### src/design/t1ra_pkg.sv
// constants and carrier types for the t1 receive alarm status block
package t1ra_pkg;
  localparam int          ADDR_W          = 12;
  localparam int          DATA_W          = 32;
  localparam logic [11:0] FRAMER_STRIDE   = 12'h200;
  localparam logic [11:0] OFF_LATCHED_1   = 12'h090;
  localparam logic [11:0] OFF_MASK_1      = 12'h0A0;
  localparam logic [11:0] OFF_REALTIME_1  = 12'h0B0;
  localparam logic [11:0] OFF_RX_CTRL_2   = 12'h0F4;
  localparam int          RT_FRAME_LOSS   = 0;
  localparam int          RT_SIGNAL_LOSS  = 1;
  localparam int          RT_BLUE         = 2;
  localparam int          RT_YELLOW       = 3;
  localparam int          LAT_FALL_BASE   = 4;
  localparam int          CTRL_D4_FBIT    = 0;
  localparam int          CTRL_ESF        = 1;
  localparam logic [7:0]  LAT_RST         = 8'h00;
  localparam logic [7:0]  MASK_RST        = 8'h00;
  localparam logic [1:0]  CTRL_RST        = 2'h0;
  localparam logic [1:0]  RESP_OKAY       = 2'h0;
  localparam logic [1:0]  RESP_SLVERR     = 2'h2;
  localparam int          LOS_SET_ZEROS   = 192;
  localparam int          LOS_CLR_ONES    = 14;
  localparam int          LOS_CLR_WIN     = 112;
  localparam int          BLUE_WIN_MS     = 3;
  localparam int          LINE_RATE_BPS   = 1544000;
  localparam int          BLUE_WIN_BITS   = BLUE_WIN_MS * LINE_RATE_BPS / 1000;
  localparam int          BLUE_CLR_ZEROS  = 5;
  localparam int          YEL_D4_CH       = 256;
  localparam int          YEL_D4_ZEROS    = 254;
  localparam int          YEL_ESF_PAT     = 16;
  localparam int          YEL_ESF_CLR_MAX = 14;

  typedef struct packed {
    logic bit_en;
    logic bit_val;
    logic frame_lost;
    logic ch_bit2_en;
    logic ch_bit2;
    logic fbit12_en;
    logic fbit12;
    logic fdl_en;
    logic fdl_match;
  } t1ra_line_t;
endpackage : t1ra_pkg

### src/design/t1ra_top.sv
// t1 receive alarm detectors with real-time, latched and mask registers
// Contract
// (RULE1) status bit is 1 when event occurred
// (RULE2) real-time bits read-only, reads leave latches alone
// (RULE3) read data held stable during access
// (RULE4) latched bit stays set until cleared
// (RULE5) write one clears, zero leaves bit
// (RULE6) cleared bit sets only on new event
// (RULE7) unmasked latched event drives interrupt low
// (RULE8) interrupt releases when no unmasked latch remains
// (RULE9) clear works while the alarm persists
// (RULE10) frame-loss bit follows receiver sync loss
// (RULE11) sync loss rising edge sets latch
// (RULE12) sync regain falling edge sets latch
// (RULE13) blue clears on five zeros in 3ms
// (RULE14) d4 bit2 mode: 254 of 256 zeros
// (RULE15) d4 12th f-bit: two consecutive equal values
// (RULE16) esf: 16 00FF patterns set, 14 clear
// (RULE17) signal loss after 192 consecutive zeros
// (RULE18) signal loss clears: 14 ones in 112
// (RULE19) blue ignores framed ones, tolerates errors
// (RULE20) host qualifies blue with frame loss
// (RULE21) framer n registers offset by (n-1)*200h
// (RULE22) blue sets below five zeros in window
`timescale 1ns/100ps
module t1ra_top #(
  parameter int FRAMER_N = 1,
  parameter int BLUE_WIN = t1ra_pkg::BLUE_WIN_BITS
) (
  input  wire logic                         clk,
  input  wire logic                         nrst,
  input  wire t1ra_pkg::t1ra_line_t         line,
  input  wire logic [t1ra_pkg::ADDR_W-1:0]  s_axi_awaddr,
  input  wire logic                         s_axi_awvalid,
  output      logic                         s_axi_awready,
  input  wire logic [t1ra_pkg::DATA_W-1:0]  s_axi_wdata,
  input  wire logic [3:0]                   s_axi_wstrb,
  input  wire logic                         s_axi_wvalid,
  output      logic                         s_axi_wready,
  output      logic [1:0]                   s_axi_bresp,
  output      logic                         s_axi_bvalid,
  input  wire logic                         s_axi_bready,
  input  wire logic [t1ra_pkg::ADDR_W-1:0]  s_axi_araddr,
  input  wire logic                         s_axi_arvalid,
  output      logic                         s_axi_arready,
  output      logic [t1ra_pkg::DATA_W-1:0]  s_axi_rdata,
  output      logic [1:0]                   s_axi_rresp,
  output      logic                         s_axi_rvalid,
  input  wire logic                         s_axi_rready,
  output      logic                         irq_out_n
);
  localparam int BW = $clog2(BLUE_WIN + 1);
  // RULE21
  localparam logic [11:0] BASE =
    12'((FRAMER_N - 1) * int'(t1ra_pkg::FRAMER_STRIDE));

  function automatic logic [8:0] inc9(input logic [8:0] v, input logic c);
    inc9 = v + {8'h00, c};
  endfunction : inc9

  logic [3:0]  rt_reg;
  logic [3:0]  rt_prev_reg;
  logic [7:0]  lat_reg;
  logic [7:0]  lat_next;
  logic [7:0]  lat_set;
  logic [7:0]  lat_clr;
  logic [7:0]  mask_reg;
  logic [7:0]  mask_next;
  logic [1:0]  ctrl_reg;
  logic        irq_n_reg;
  logic        los_reg;
  logic [7:0]  zrun_reg;
  logic        lwin_reg;
  logic [6:0]  lwin_cnt_reg;
  logic [3:0]  lones_reg;
  logic        blue_reg;
  logic [BW-1:0] bcnt_reg;
  logic [2:0]  bzero_reg;
  logic        yel_reg;
  logic [7:0]  ych_reg;
  logic [8:0]  yz_reg;
  logic        f12_prev_reg;
  logic [4:0]  erun_reg;
  logic [3:0]  eblk_reg;
  logic [4:0]  ematch_reg;
  logic        aw_full_reg;
  logic        w_full_reg;
  logic [11:0] awaddr_reg;
  logic [7:0]  wdata_reg;
  logic        wstrb0_reg;
  logic        wr_go;
  logic        wr_hit;

  // signal loss
  always_ff @(posedge clk) begin
    if (!nrst) begin
      los_reg      <= 1'b0;
      zrun_reg     <= 8'h00;
      lwin_reg     <= 1'b0;
      lwin_cnt_reg <= 7'h00;
      lones_reg    <= 4'h0;
    end else if (line.bit_en) begin
      if (!line.bit_val) begin
        if (zrun_reg != 8'(t1ra_pkg::LOS_SET_ZEROS))
          zrun_reg <= zrun_reg + 8'h01;
        if (zrun_reg == 8'(t1ra_pkg::LOS_SET_ZEROS - 1))
          los_reg <= 1'b1; // RULE17
      end else begin
        zrun_reg <= 8'h00;
      end
      // window opens on the first one seen while in loss
      if (los_reg && !lwin_reg && line.bit_val) begin
        lwin_reg     <= 1'b1;
        lwin_cnt_reg <= 7'h01;
        lones_reg    <= 4'h1;
      end else if (los_reg && lwin_reg) begin
        lwin_cnt_reg <= lwin_cnt_reg + 7'h01;
        lones_reg    <= lones_reg + {3'h0, line.bit_val};
        if (line.bit_val &&
            lones_reg == 4'(t1ra_pkg::LOS_CLR_ONES - 1)) begin
          los_reg  <= 1'b0; // RULE18
          lwin_reg <= 1'b0;
        end else if (lwin_cnt_reg == 7'(t1ra_pkg::LOS_CLR_WIN - 1)) begin
          lwin_reg <= 1'b0;
        end
      end else if (!los_reg) begin
        lwin_reg <= 1'b0;
      end
    end
  end

  // blue alarm: a framed all-ones stream carries framing zeros in each
  // window, so it never falls below the zero threshold
  always_ff @(posedge clk) begin
    if (!nrst) begin
      blue_reg  <= 1'b0;
      bcnt_reg  <= '0;
      bzero_reg <= 3'h0;
    end else if (line.bit_en) begin
      if (bcnt_reg == BW'(BLUE_WIN - 1)) begin
        bcnt_reg  <= '0;
        bzero_reg <= 3'h0;
        // RULE13 RULE22 RULE19
        blue_reg  <= (bzero_reg + {2'h0, !line.bit_val}) <
                     3'(t1ra_pkg::BLUE_CLR_ZEROS);
      end else begin
        bcnt_reg <= bcnt_reg + BW'(1);
        if (!line.bit_val && bzero_reg != 3'(t1ra_pkg::BLUE_CLR_ZEROS))
          bzero_reg <= bzero_reg + 3'h1;
      end
    end
  end

  // yellow alarm, three framing variants
  always_ff @(posedge clk) begin
    if (!nrst) begin
      yel_reg      <= 1'b0;
      ych_reg      <= 8'h00;
      yz_reg       <= 9'h000;
      f12_prev_reg <= 1'b0;
      erun_reg     <= 5'h00;
      eblk_reg     <= 4'h0;
      ematch_reg   <= 5'h00;
    end else if (ctrl_reg[t1ra_pkg::CTRL_ESF]) begin
      if (line.fdl_en) begin
        if (!yel_reg) begin
          erun_reg <= line.fdl_match ? erun_reg + 5'h01 : 5'h00;
          if (line.fdl_match &&
              erun_reg == 5'(t1ra_pkg::YEL_ESF_PAT - 1)) begin
            yel_reg    <= 1'b1; // RULE16
            eblk_reg   <= 4'h0;
            ematch_reg <= 5'h00;
          end
        end else begin
          eblk_reg   <= eblk_reg + 4'h1;
          ematch_reg <= ematch_reg + {4'h0, line.fdl_match};
          if (eblk_reg == 4'(t1ra_pkg::YEL_ESF_PAT - 1)) begin
            ematch_reg <= 5'h00;
            if (ematch_reg + {4'h0, line.fdl_match} <=
                5'(t1ra_pkg::YEL_ESF_CLR_MAX)) begin
              yel_reg  <= 1'b0; // RULE16
              erun_reg <= 5'h00;
            end
          end
        end
      end
    end else if (ctrl_reg[t1ra_pkg::CTRL_D4_FBIT]) begin
      if (line.fbit12_en) begin
        f12_prev_reg <= line.fbit12;
        if (line.fbit12 == f12_prev_reg)
          yel_reg <= line.fbit12; // RULE15
      end
    end else if (line.ch_bit2_en) begin
      ych_reg <= ych_reg + 8'h01;
      yz_reg  <= inc9(yz_reg, !line.ch_bit2);
      if (ych_reg == 8'(t1ra_pkg::YEL_D4_CH - 1)) begin
        yz_reg  <= 9'h000;
        // RULE14
        yel_reg <= inc9(yz_reg, !line.ch_bit2) >=
                   9'(t1ra_pkg::YEL_D4_ZEROS);
      end
    end
  end

  // real-time snapshot and edge history
  always_ff @(posedge clk) begin
    if (!nrst) begin
      rt_reg      <= 4'h0;
      rt_prev_reg <= 4'h0;
    end else begin
      rt_reg      <= {yel_reg, blue_reg, los_reg, line.frame_lost}; // RULE10
      rt_prev_reg <= rt_reg;
    end
  end

  assign lat_set = {~rt_reg & rt_prev_reg, rt_reg & ~rt_prev_reg};
  assign wr_go   = aw_full_reg && w_full_reg && !s_axi_bvalid;
  assign lat_clr = (wr_go && wstrb0_reg &&
                    awaddr_reg == BASE + t1ra_pkg::OFF_LATCHED_1) ?
                   wdata_reg : 8'h00;
  // set wins over a same-cycle clear
  assign lat_next = (lat_reg & ~lat_clr) | lat_set; // RULE5 RULE6 RULE9

  always_ff @(posedge clk) begin
    if (!nrst)
      lat_reg <= t1ra_pkg::LAT_RST;
    else
      lat_reg <= lat_next; // RULE1 RULE4 RULE11 RULE12
  end

  // a mask write reaches the interrupt in the same cycle as the register
  assign mask_next = (wr_go && wstrb0_reg &&
                      awaddr_reg == BASE + t1ra_pkg::OFF_MASK_1) ?
                     wdata_reg : mask_reg;
  always_ff @(posedge clk) begin
    if (!nrst)
      irq_n_reg <= 1'b1;
    else
      irq_n_reg <= ~|(lat_next & mask_next); // RULE7 RULE8
  end
  assign irq_out_n = irq_n_reg;

  // axi write path
  assign s_axi_awready = !aw_full_reg && !s_axi_bvalid;
  assign s_axi_wready  = !w_full_reg && !s_axi_bvalid;
  assign wr_hit = awaddr_reg == BASE + t1ra_pkg::OFF_LATCHED_1 ||
                  awaddr_reg == BASE + t1ra_pkg::OFF_MASK_1 ||
                  awaddr_reg == BASE + t1ra_pkg::OFF_REALTIME_1 ||
                  awaddr_reg == BASE + t1ra_pkg::OFF_RX_CTRL_2;

  always_ff @(posedge clk) begin
    if (!nrst) begin
      aw_full_reg  <= 1'b0;
      w_full_reg   <= 1'b0;
      awaddr_reg   <= 12'h000;
      wdata_reg    <= 8'h00;
      wstrb0_reg   <= 1'b0;
      s_axi_bvalid <= 1'b0;
      s_axi_bresp  <= t1ra_pkg::RESP_OKAY;
    end else begin
      if (s_axi_awvalid && s_axi_awready) begin
        aw_full_reg <= 1'b1;
        awaddr_reg  <= {s_axi_awaddr[11:2], 2'h0};
      end
      if (s_axi_wvalid && s_axi_wready) begin
        w_full_reg <= 1'b1;
        wdata_reg  <= s_axi_wdata[7:0];
        wstrb0_reg <= s_axi_wstrb[0];
      end
      if (wr_go) begin
        aw_full_reg  <= 1'b0;
        w_full_reg   <= 1'b0;
        s_axi_bvalid <= 1'b1;
        s_axi_bresp  <= wr_hit ? t1ra_pkg::RESP_OKAY : t1ra_pkg::RESP_SLVERR;
      end else if (s_axi_bvalid && s_axi_bready) begin
        s_axi_bvalid <= 1'b0;
      end
    end
  end

  // writes to the real-time register are ignored
  always_ff @(posedge clk) begin
    if (!nrst) begin
      mask_reg <= t1ra_pkg::MASK_RST;
      ctrl_reg <= t1ra_pkg::CTRL_RST;
    end else if (wr_go && wstrb0_reg) begin
      if (awaddr_reg == BASE + t1ra_pkg::OFF_MASK_1)
        mask_reg <= wdata_reg;
      if (awaddr_reg == BASE + t1ra_pkg::OFF_RX_CTRL_2)
        ctrl_reg <= wdata_reg[1:0];
    end
  end

  // axi read path; data is captured once so it cannot move under the host
  assign s_axi_arready = !s_axi_rvalid;

  always_ff @(posedge clk) begin
    if (!nrst) begin
      s_axi_rvalid <= 1'b0;
      s_axi_rdata  <= 32'h0000_0000;
      s_axi_rresp  <= t1ra_pkg::RESP_OKAY;
    end else if (s_axi_arvalid && s_axi_arready) begin
      s_axi_rvalid <= 1'b1;
      s_axi_rresp  <= t1ra_pkg::RESP_OKAY;
      unique case ({s_axi_araddr[11:2], 2'h0})
        BASE + t1ra_pkg::OFF_REALTIME_1:
          s_axi_rdata <= {28'h0000000, rt_reg}; // RULE2 RULE3
        BASE + t1ra_pkg::OFF_LATCHED_1:
          s_axi_rdata <= {24'h000000, lat_reg};
        BASE + t1ra_pkg::OFF_MASK_1:
          s_axi_rdata <= {24'h000000, mask_reg};
        BASE + t1ra_pkg::OFF_RX_CTRL_2:
          s_axi_rdata <= {30'h0000000, ctrl_reg};
        default: begin
          s_axi_rdata <= 32'h0000_0000;
          s_axi_rresp <= t1ra_pkg::RESP_SLVERR;
        end
      endcase
    end else if (s_axi_rvalid && s_axi_rready) begin
      s_axi_rvalid <= 1'b0;
    end
  end
endmodule : t1ra_top

### config.mk
export PLATFORM = sky130hd
export DESIGN_NAME = t1ra_top
export DESIGN_NICKNAME = d
export VERILOG_FILES = /design/src/design/t1ra_pkg.sv /design/src/design/t1ra_top.sv
export SDC_FILE = /design/constraint.sdc
export NUM_CORES = 1
export LEC_CHECK = 0
export BUFFER_PORTS_ARGS = -buffer_cell sky130_fd_sc_hd__buf_2
export CAP_MARGIN = 20
export CORE_UTILIZATION = 56
export CTS_CLUSTER_SIZE = 30
export DETAILED_ROUTE_END_ITERATION = 7
export GPL_TIMING_DRIVEN = 0
export PLACE_DENSITY_LB_ADDON = 0.25
export SYNTH_ARGS = -nofsm -noshare
export SYNTH_HDL_FRONTEND = slang
export SYNTH_SLANG_ARGS = --single-unit
### constraint.sdc
create_clock -name clk -period 2.7 [get_ports clk]
set_clock_uncertainty 0.05 [all_clocks]
set_input_delay 0.27 -clock clk [delete_from_list [all_inputs] [get_ports clk]]
set_output_delay 0.27 -clock clk [all_outputs]
set_load 0.05 [all_outputs]
# == Yosys cells after proc, flatten, opt, wreduce, memory -nomap -nowiden ==
# Cells that the tools add are included.
# classes
addsub,11
n_lt_le_gt_ge,3
eq_ne,25
n_mux,49
bitwise,11
reduce_logical,52
# ops
op,count
== test 10 x 6 -> 1 bit (second input constant),8
2-to-1 mux 5 bit,7
2-to-1 mux 8 bit,4
case mux 8 bit (4 select lines),1
2-to-1 mux 1 bit,25
logical AND 1 bit,18
adder 8 x 1 -> 8 bit (second input constant),2
bitwise AND 8 bit,2
== test 8 bit (second input constant),2
2-to-1 mux 4 bit,4
2-to-1 mux 7 bit,2
adder 13 x 1 -> 13 bit (second input constant),1
== test 13 bit (second input constant),1
2-to-1 mux 13 bit,1
AND reduction 2 bit,6
AND reduction 3 bit,4
nonzero test 2 bit,6
adder 9 x 1 -> 9 bit,1
>= comparator 9 x 8 -> 1 bit (second input constant),1
2-to-1 mux 9 bit,1
bitwise AND 4 bit,2
== test 4 bit (second input constant),2
zero test 1 bit,8
inequality test 8 bit (second input constant),1
other kinds (31),41
# word_totals
ff_bits,157
out_inout_bits,42

# == Depth between registers and ports, before layout ==
# Gate-level depths: netlist of run 1.
# logic_depth
depth_word,11
depth_mapped,9
depth_no_buf,9

# == Least setup slack after synthesis of run 1 ==
# Ideal clock, no wire load.
# synth_path
path_kind,register to register
from,reg s_axi_bvalid
to,reg irq_n_reg (netlist: irq_out_n)
t_arrival_ns,2.183
required_ns,2.554
setup_slack_ns,0.371
stages_incl_launch_ff,8
path_buffers,1
period_less_slack_ns,2.329
cell_sequence,dfxtp_1 > and4b_1 > nand4_2 > buf_6 > mux2i_1 > a21oi_1 > or4_1 > o41ai_2
# synth_via
elab_chain_len,11
word_cells_on_any_way,13
cone_classes,mux (2); bitwise (4); reduce/logical (7)
# synth_lines
element,line_no,rtl
from (decl),t1ra_top.sv:41,"output logic s_axi_bvalid,"
from (signal assigned),t1ra_top.sv:258,s_axi_bvalid <= 1'b0;
from (signal assigned),t1ra_top.sv:273,s_axi_bvalid <= 1'b1;
from (signal assigned),t1ra_top.sv:276,s_axi_bvalid <= 1'b0;
zero test 1 bit *,t1ra_top.sv:217,assign wr_go = aw_full_reg && w_full_reg && !s_axi_bvalid;
logical AND 1 bit *,t1ra_top.sv:217,
logical AND 1 bit *,"t1ra_top.sv:218, t1ra_top.sv:232",
logical AND 1 bit,t1ra_top.sv:218,assign lat_clr = (wr_go && wstrb0_reg &&
2-to-1 mux 8 bit,t1ra_top.sv:219,awaddr_reg == BASE + t1ra_pkg::OFF_LATCHED_1) ?
NOT 8 bit,t1ra_top.sv:222,assign lat_next = (lat_reg & ~lat_clr) | lat_set;
bitwise AND 8 bit,t1ra_top.sv:222,
OR 8 bit,t1ra_top.sv:222,
bitwise AND 8 bit *,t1ra_top.sv:239,irq_n_reg <= ~|(lat_next & mask_next);
OR reduction 8 bit *,t1ra_top.sv:239,
zero test 1 bit *,t1ra_top.sv:239,
to (signal assigned),t1ra_top.sv:239,
to (decl),t1ra_top.sv:70,logic irq_n_reg;
# Mark *: on every way between the ends. The rest lies on a longest branch, timed or not.
# A chain may end at the register's enable or synchronous reset.

# == Worst setup path after layout of run 1 ==
# layout_path
from,in line[0] (netlist bit)
to,reg erun_reg[4]
# layout_via
elab_chain_len,4
word_cells_on_any_way,6
cone_classes,add/sub (1); order compare (1); eq/ne (1); mux (2); reduce/logical (1)
# layout_lines
element,line_no,rtl
from (decl),t1ra_top.sv:32,"input wire t1ra_pkg::t1ra_line_t line,"
adder 5 x 1 -> 5 bit,t1ra_top.sv:179,"if (ematch_reg + {4'h0, line.fdl_match} <="
<= comparator 5 x 4 -> 1 bit,t1ra_top.sv:179,
inequality test 2 x 1 -> 1 bit (no line),n/a,
AND reduction 4 bit (no line),n/a,
to (signal assigned),t1ra_top.sv:167,erun_reg <= line.fdl_match ? erun_reg + 5'h01 : 5'h00;
to (decl),t1ra_top.sv:83,logic [4:0] erun_reg;
# Parallel ways exist; a longest one is shown, timed or not.

==> results.md, run 1 <==
* Largest cells by area after synthesis: dfxtp_1 42%, nand2_1 5.8%, a21boi_0 4.2%
* Routability congestion estimate at around 0.83
* Placed Cells at just under 1000
* # clock sinks at roughly 130
* Post-route cell area at approximately 7700 um2
* Final Hold Viols at 0
* Num ports at 118
* Pre-CTS WS at roughly 0.17 ns
* Max Slew Vio Count at 0
* PD cells at between 500 and 600 nW/um2
* Synth Area in Adders at 3.58%
* Initial Utilization at 57.7%
* WL/cell at between 10 and 15 um
* CP max FO at 6
* Iter 0 DRT Violations at ~380
* Initial DRT Pass Iterations at 5
* Post-Syn Area per Cell at 8.46 um2
* Mapped Cells at between 700 and 800
* Reg2reg start: awaddr_reg[8]
* Slowest stage cell, crit path: dlygate4sd3_1
* Status: finished clean
* Die Y-Extent at 108 um
* EDFF count, synth at 0
* Antenna Nets Post-Route at 0
* GRT overflow at 0
* Worst R2R Path Depth at 7
* Setup WS post-layout at ~0.21 ns
* Cts bufs inserted at 17
* Critical Path Sink Type: flip-flop
* Post-cts resize count at 0
* Largest area contributor in the netlist: dfxtp_1
* Final cell count without fillers at roughly 1000
* Post-Route Setup TNS at 0 ns
* Synth Flop Type: dfxtp_1
* Final critical-path required period at between 2 and 2.5 ns
* Worst slew pin tran at approximately 0.67 ns
* Share of the clock period used by the worst path at about 90%
* Diode count at 0
* Slew HR at approximately 55%
* Number of nets in the layout at about 970
* Clock tree buffer depth at 2
* Worst setup endpoint: erun_reg[4]
* Residual DRC count at 0
* Via density at 5.43
* Skew-Pair Late Insertion Delay at approximately 0.54 ns
* Data required time of the critical path at around 3.1 ns
* First-pass GRT wire length at ~24000 um
* Worst Setup SP: line[0]
* Min-delay src: line[1]
* Largest family of logic cells by synthesized area: simple AND/OR/NAND/NOR gates
* Clock slew at reported path FFs at 0.06 ns
* Crit start category: input port
* Post-synthesis mux area share at under 10%
* Final Core Density at between 70 and 80%
* Total vias in the final route at 5575
* Initial antenna violation count at 0
* Number of global-route vias before repair at between 5000 and 6000
* Share of Yosys cell area claimed by the top area cell type at about two fifths
* # rows at 38
* Reg2reg end: irq_out_n
* Synth Area in Simple Gates at 26.1%
* RSZ-0062 raised after global routing: no
* CP Cell Sequence: dlygate4sd3_1 -> buf_2 -> ha_1 -> ha_1 -> nand3_1 -> xor2_1 -> o311a_1 -> o21ai_0 -> or3b_2 -> a21boi_0
* Crit path DAT at between 2 and 3 ns
* Crit path largest cell delay at roughly 0.53 ns
* Seq cells post-synth at 131
* Largest register FFs at 13
* Max IR drop VDD at 0.492 mV
* Synth Cell Area at approximately 6300 um2
* Area post-placement at 6850 um2
* Die Footprint at between 10000 and 15000 um2
* Detailed Route WL at about 15000 um
* Buffers on Ports at 58
* Setup slack, reg-to-reg at between 0.3 and 0.4 ns
* Clock root cell: clkbuf_8
* H-tree Lvls at 4
* Max-cap violations at 0
* Ys async rst share at 0%
* Core Box Area at 10900 um2
* Most common cell on crit path: ha_1
* Compound-cell area share of the yosys netlist at 14.9%
* P_leak at about 3.1 nW
* Share of layout cells above drive strength 1 at between 10% and 20%
* Sequential area share after synthesis at between 40% and 50%
* WS Path Type: in2reg
* Die X at 108 um
* Post-Synth XOR/XNOR Area at 5.57%
* Synthesis Warnings at 0
* Synth-to-layout area growth at 22.1%
* Detailed placement HPWL at just over 10000 um
* CTS tree: yes
* Achievable frequency at approximately 400 MHz
* Largest net degree at the start of global routing at 17
* # setup viols final at 0
* Yosys cell types at 57
* GRT Total Usage at between 20 and 30%
* Worst min path class: in2reg
[how the worst min path moves through the flow]
stage	endpoint	slack, ns	cells after the start
finish	yel_reg	0.11	3
global route	yel_reg	0.12	3
CTS	yel_reg	0.09	3
detailed placement	rt_reg[2]	0.41	1
global placement	erun_reg[4]	0.40	2
floorplan	rt_reg[0]	0.35	1
[area by class of cell]
class	instances	area (um2)
clock inverters	8	76.3
plain buffers	51	297
well taps	140	175
multi-input cells	561	3370
inverters	25	93.8
fillers	845	3210
flip-flops and latches	131	2620
repair buffers	86	566
clock buffers	24	480
[kinds of logic after synthesis]
family                     Yosys count
xor gates and xnor gates            40
AOI/OAI and AO/OA                  145
adders and majority gates           18
buffers and inverters               76
muxes                               11
and+or+nand+nor                    321
other                                1
DFF                                131
[layout by cell type (no fill, tap or decap), types with 3 or more instances in the layout]
cell type	n
nor4b_1	3
nand4b_1	3
clkinv_2	3
ha_1	18
nand2_1	97
xnor2_1	18
dfxtp_1	131
inv_1	25
clkbuf_8	5
o22ai_1	6
o211a_1	3
or2_2	5
nor2b_1	28
dlygate4sd3_1	26
a21boi_0	35
a31oi_1	4
xor2_1	22
o21ai_0	36
clkbuf_1	26
and2_1	33
clkinvlp_4	3
mux2i_1	9
or3_1	4
nor2_1	62
a21oi_1	31
a22oi_1	12
and3_1	12
o221a_2	3
buf_4	28
nor4bb_1	3
nand2b_1	8
nor3_1	9
clkbuf_16	16
nand4_1	13
nand3_1	24
nor4_1	4
conb_1	26
buf_2	58
[stage by stage]
| stage | power, mW | hold slack, ns |
|---|---|---|
| 2_1_floorplan | 2.34 | 0.347 |
| 3_3_place_gp | 2.43 | 0.403 |
| 3_5_place_dp | 2.44 | 0.412 |
| 4_1_cts | 4.61 | 0.0924 |
| 5_1_grt | 4.74 | 0.123 |
| 6_report | 4.60 | 0.106 |
[synthesized netlist by cell type, drive strengths merged (8+ instances only)]
library cell    n
dfxtp         131
nand2          97
nor2           62
o21ai          38
a21boi         35
and2           33
a21oi          31
buf            28
nor2b          28
inv            25
nand3          24
clkbuf         23
xor2           22
ha             18
xnor2          18
nand4          14
a22oi          12
and3           12
mux2i           9
nor3            9
nand2b          8
[routing by layer]
layer  share of wire [%]  global-route usage [%]  vias up
li1                    -                       -     2766
met1                  44                    32.6     2629
met2                  49                    45.9      147
met3                 4.9                    6.57       33
met4                 2.9                    11.9        0
met5                   0                       0        -
[worst max-delay path, delay by kind of cell]
family                   cells  cell delay (ns)
AO/OA/AOI/OAI                3             0.63
XOR/XNOR                     1             0.19
adder cells (fa/ha/maj)      2             0.47
buffers and inverters        2             0.68
AND/OR/NAND/NOR              2             0.64
[where the power goes]
group | total, mW | switching (mW) | internal (mW)
Clock | 2.16 | 0.840 | 1.31
Sequential | 2.01 | 0.0381 | 1.98
Combinational | 0.426 | 0.272 | 0.154
[repair_timing]
action,CTS,global route
hold buffers,26,0
buffers inserted,0,2
endpoints found under the hold margin,24,0
setup endpoints to repair,0,1
(Power assumes the default switching activity.)
==> inputs of run 2 (changes only) <==
--- a/config.mk
+++ b/config.mk
@@ -7,7 +7,7 @@
 export LEC_CHECK = 0
 export BUFFER_PORTS_ARGS = -buffer_cell sky130_fd_sc_hd__buf_2
 export CAP_MARGIN = 20
-export CORE_UTILIZATION = 56
+export CORE_UTILIZATION = 55
 export CTS_CLUSTER_SIZE = 30
 export DETAILED_ROUTE_END_ITERATION = 7
 export GPL_TIMING_DRIVEN = 0
==> run 2 against run 1 <==
  * First-iteration DRC count is 27% lower
  * Maximum frequency fell by 1.6%
  * Clock-buffer cell count did not move
  * Critical path type is now reg2reg
  * Largest cell class unchanged
==> results.md, run 2 (synthesized netlist as in run 1, its figures left out) <==
* Area post-placement at 6850 um2 (unchanged)
* Share of the clock period used by the worst path at 93.5% (was 92.1%)
* Most frequent cells in the layout: 131 x dfxtp_1, 97 x nand2_1, 62 x nor2_1, 58 x buf_2, 36 x o21ai_0 (unchanged)
* Worst min path class: in2reg (unchanged)
* Total vias in the final route at 5350 (was 5575)
* Number of global-route vias before repair at 5116 (was 5321)
* # Post-CTS Setup Buffers at 0 (unchanged)
* Initial Utilization at 57.2% (was 57.7%)
* Buffers on Ports at 58 (unchanged)
* Slowest stage cell, crit path: or4_1 (was dlygate4sd3_1)
* Post-Route Setup TNS at 0 ns (unchanged)
* Routability congestion estimate at 0.840 (was 0.835)
* Slew HR at 57.2% (was 54.6%)
* # clock sinks at 131 (unchanged)
* Crit path largest cell delay at 0.52 ns (was 0.53 ns)
* Share of layout cells above drive strength 1 at 14.8% (about the same)
* Residual DRC count at 0 (unchanged)
* Core Box Area at 11000 um2 (was 10900 um2)
* RSZ-0062 raised after global routing: no (unchanged)
* Final critical-path required period at 2.53 ns (was 2.49 ns)
* Via density at 5.37 (was 5.43)
* GRT overflow at 0 (unchanged)
* Antenna Nets Post-Route at 0 (unchanged)
* Initial antenna violation count at 0 (unchanged)
* Crit path DAT at 2.78 ns (was 2.90 ns)
* Final Power at 4.44 mW (was 4.60 mW)
* Num ports at 118 (unchanged)
* WL/cell at 14.0 um (was 14.5 um)
* P_leak at 3.01 nW (was 3.13 nW)
* Initial DRT Pass Iterations at 5 (unchanged)
* Achievable frequency at 396 MHz (was 402 MHz)
* First-pass GRT wire length at 23300 um (was 24500 um)
* Storage cell area at 2620 um2 (unchanged)
* Largest register FFs at 13 (unchanged)
* Cts bufs inserted at 17 (unchanged)
* Final Hold Viols at 0 (unchanged)
* Crit start category: flip-flop (was input port)
* CTS tree: yes (unchanged)
* Data required time of the critical path at 2.95 ns (was 3.12 ns)
* Critical Path Sink Type: flip-flop (unchanged)
* Die Y-Extent at 109 um (was 108 um)
* PD cells at 602 nW/um2 (was 599 nW/um2)
* Clock tree buffer depth at 2 (unchanged)
* Max IR drop VDD at 0.383 mV (was 0.492 mV)
* Clock slew at reported path FFs at 0.05 ns (was 0.06 ns)
* Post-route cell area at 7370 um2 (was 7680 um2)
* Largest net degree at the start of global routing at 17 (unchanged)
* WS Path Type: reg2reg (was in2reg)
* Max Slew Vio Count at 0 (unchanged)
* Worst slew pin tran at 0.640 ns (was 0.674 ns)
* Multi-input logic area at 3370 um2 (unchanged)
* Skew-Pair Late Insertion Delay at 0.42 ns (was 0.54 ns)
* Diode count at 0 (unchanged)
* # setup viols final at 0 (unchanged)
* GRT Total Usage at 25.4% (was 27.1%)
* # rows at 38 (unchanged)
* Iter 0 DRT Violations at 277 (was 377)
* Die X at 109 um (was 108 um)
* Number of nets in the layout at 939 (was 967)
* H-tree Lvls at 4 (unchanged)
* Detailed Route WL at 14000 um (was 14800 um)
* CP Cell Sequence: nor4b_1 -> nand4_1 -> o21ai_0 -> a21oi_1 -> or4_1 -> o41ai_2 (was dlygate4sd3_1 -> buf_2 -> ha_1 -> ha_1 -> nand3_1 -> xor2_1 -> o311a_1 -> o21ai_0 -> or3b_2 -> a21boi_0)
* Die Footprint at 11900 um2 (was 11700 um2)
* Leading cell type in the layout, fill and taps excluded: dfxtp_1 (unchanged)
* Detailed placement HPWL at 10200 um (was 10100 um)
* Clock root cell: clkbuf_16 (was clkbuf_8)
* CP max FO at 8 (was 6)
* Synth-to-layout area growth at 17.2% (was 22.1%)
* Fill cell count at 903 (was 845)
* Status: finished clean (unchanged)
* Post-cts resize count at 0 (unchanged)
* Hold buffers post-CTS at 0 (was 26)
* Max-cap violations at 0 (unchanged)
[run 2: changes by cell type in the layout (fill, tap and decap cells not counted)]
cell / delta
buf_4: -2
bufinv_16: -1
clkbuf_16: +1
clkbuf_8: -1
clkinv_2: +3
clkinv_4: -1
clkinvlp_4: -3
dlygate4sd3_1: -26
[run 2: path summary, 6_finish.rpt]
check	start	end	slack (ns)	cells past startpoint
worst min register to register	awaddr_reg[7]	awaddr_reg[7]	0.41	2
worst max register to register	awaddr_reg[4]	irq_out_n	0.17	6
worst max-delay path	awaddr_reg[4]	irq_out_n	0.17	6
worst min-delay path	line[6]	rt_reg[0]	0.02	2
[run 2: critical path: cells and delay by family (launching register included)]
kind             cells  cell delay [ns]
AND/OR/NAND/NOR      3             1.23
AO/OA/AOI/OAI        3             0.70
flip-flops           1             0.41
[run 2: cell type report]
type	count	area share, %
multi-input cells	561	45.7
flip-flops and latches	131	35.6
clock buffers	24	6.67
plain buffers	51	4.03
repair buffers	58	3.94
well taps	140	2.38
inverters	25	1.27
clock inverters	6	0.408
[run 2: where the power goes]
part           switching, mW  leakage, nW  internal [mW]
Clock                  0.785        0.265           1.25
Sequential            0.0381         1.06           1.98
Combinational          0.261         1.68          0.129
[run 2: through the flow]
step | hold slack, ns | util, % | cells | setup WS [ns]
finish | 0.0167 | 67.1 | 996 | 0.174
global route | 0.0135 | 67.1 | 996 | 0.0473
CTS | 0.0111 | 67.1 | 996 | 0.179
detailed placement | 0.410 | 62.3 | 966 | 0.241
global placement | 0.400 | 62.3 | 966 | 0.257
floorplan | 0.347 | - | 768 | 0.371
[run 2: metal layers]
| layer | global-route usage (%) | vias up | part of all wire (%) |
|---|---|---|---|
| li1 | - | 2699 | - |
| met1 | 31.5 | 2522 | 46 |
| met2 | 43.2 | 109 | 49 |
| met3 | 5.74 | 20 | 4.1 |
| met4 | 8.78 | 0 | 1.5 |
| met5 | 0 | - | 0 |
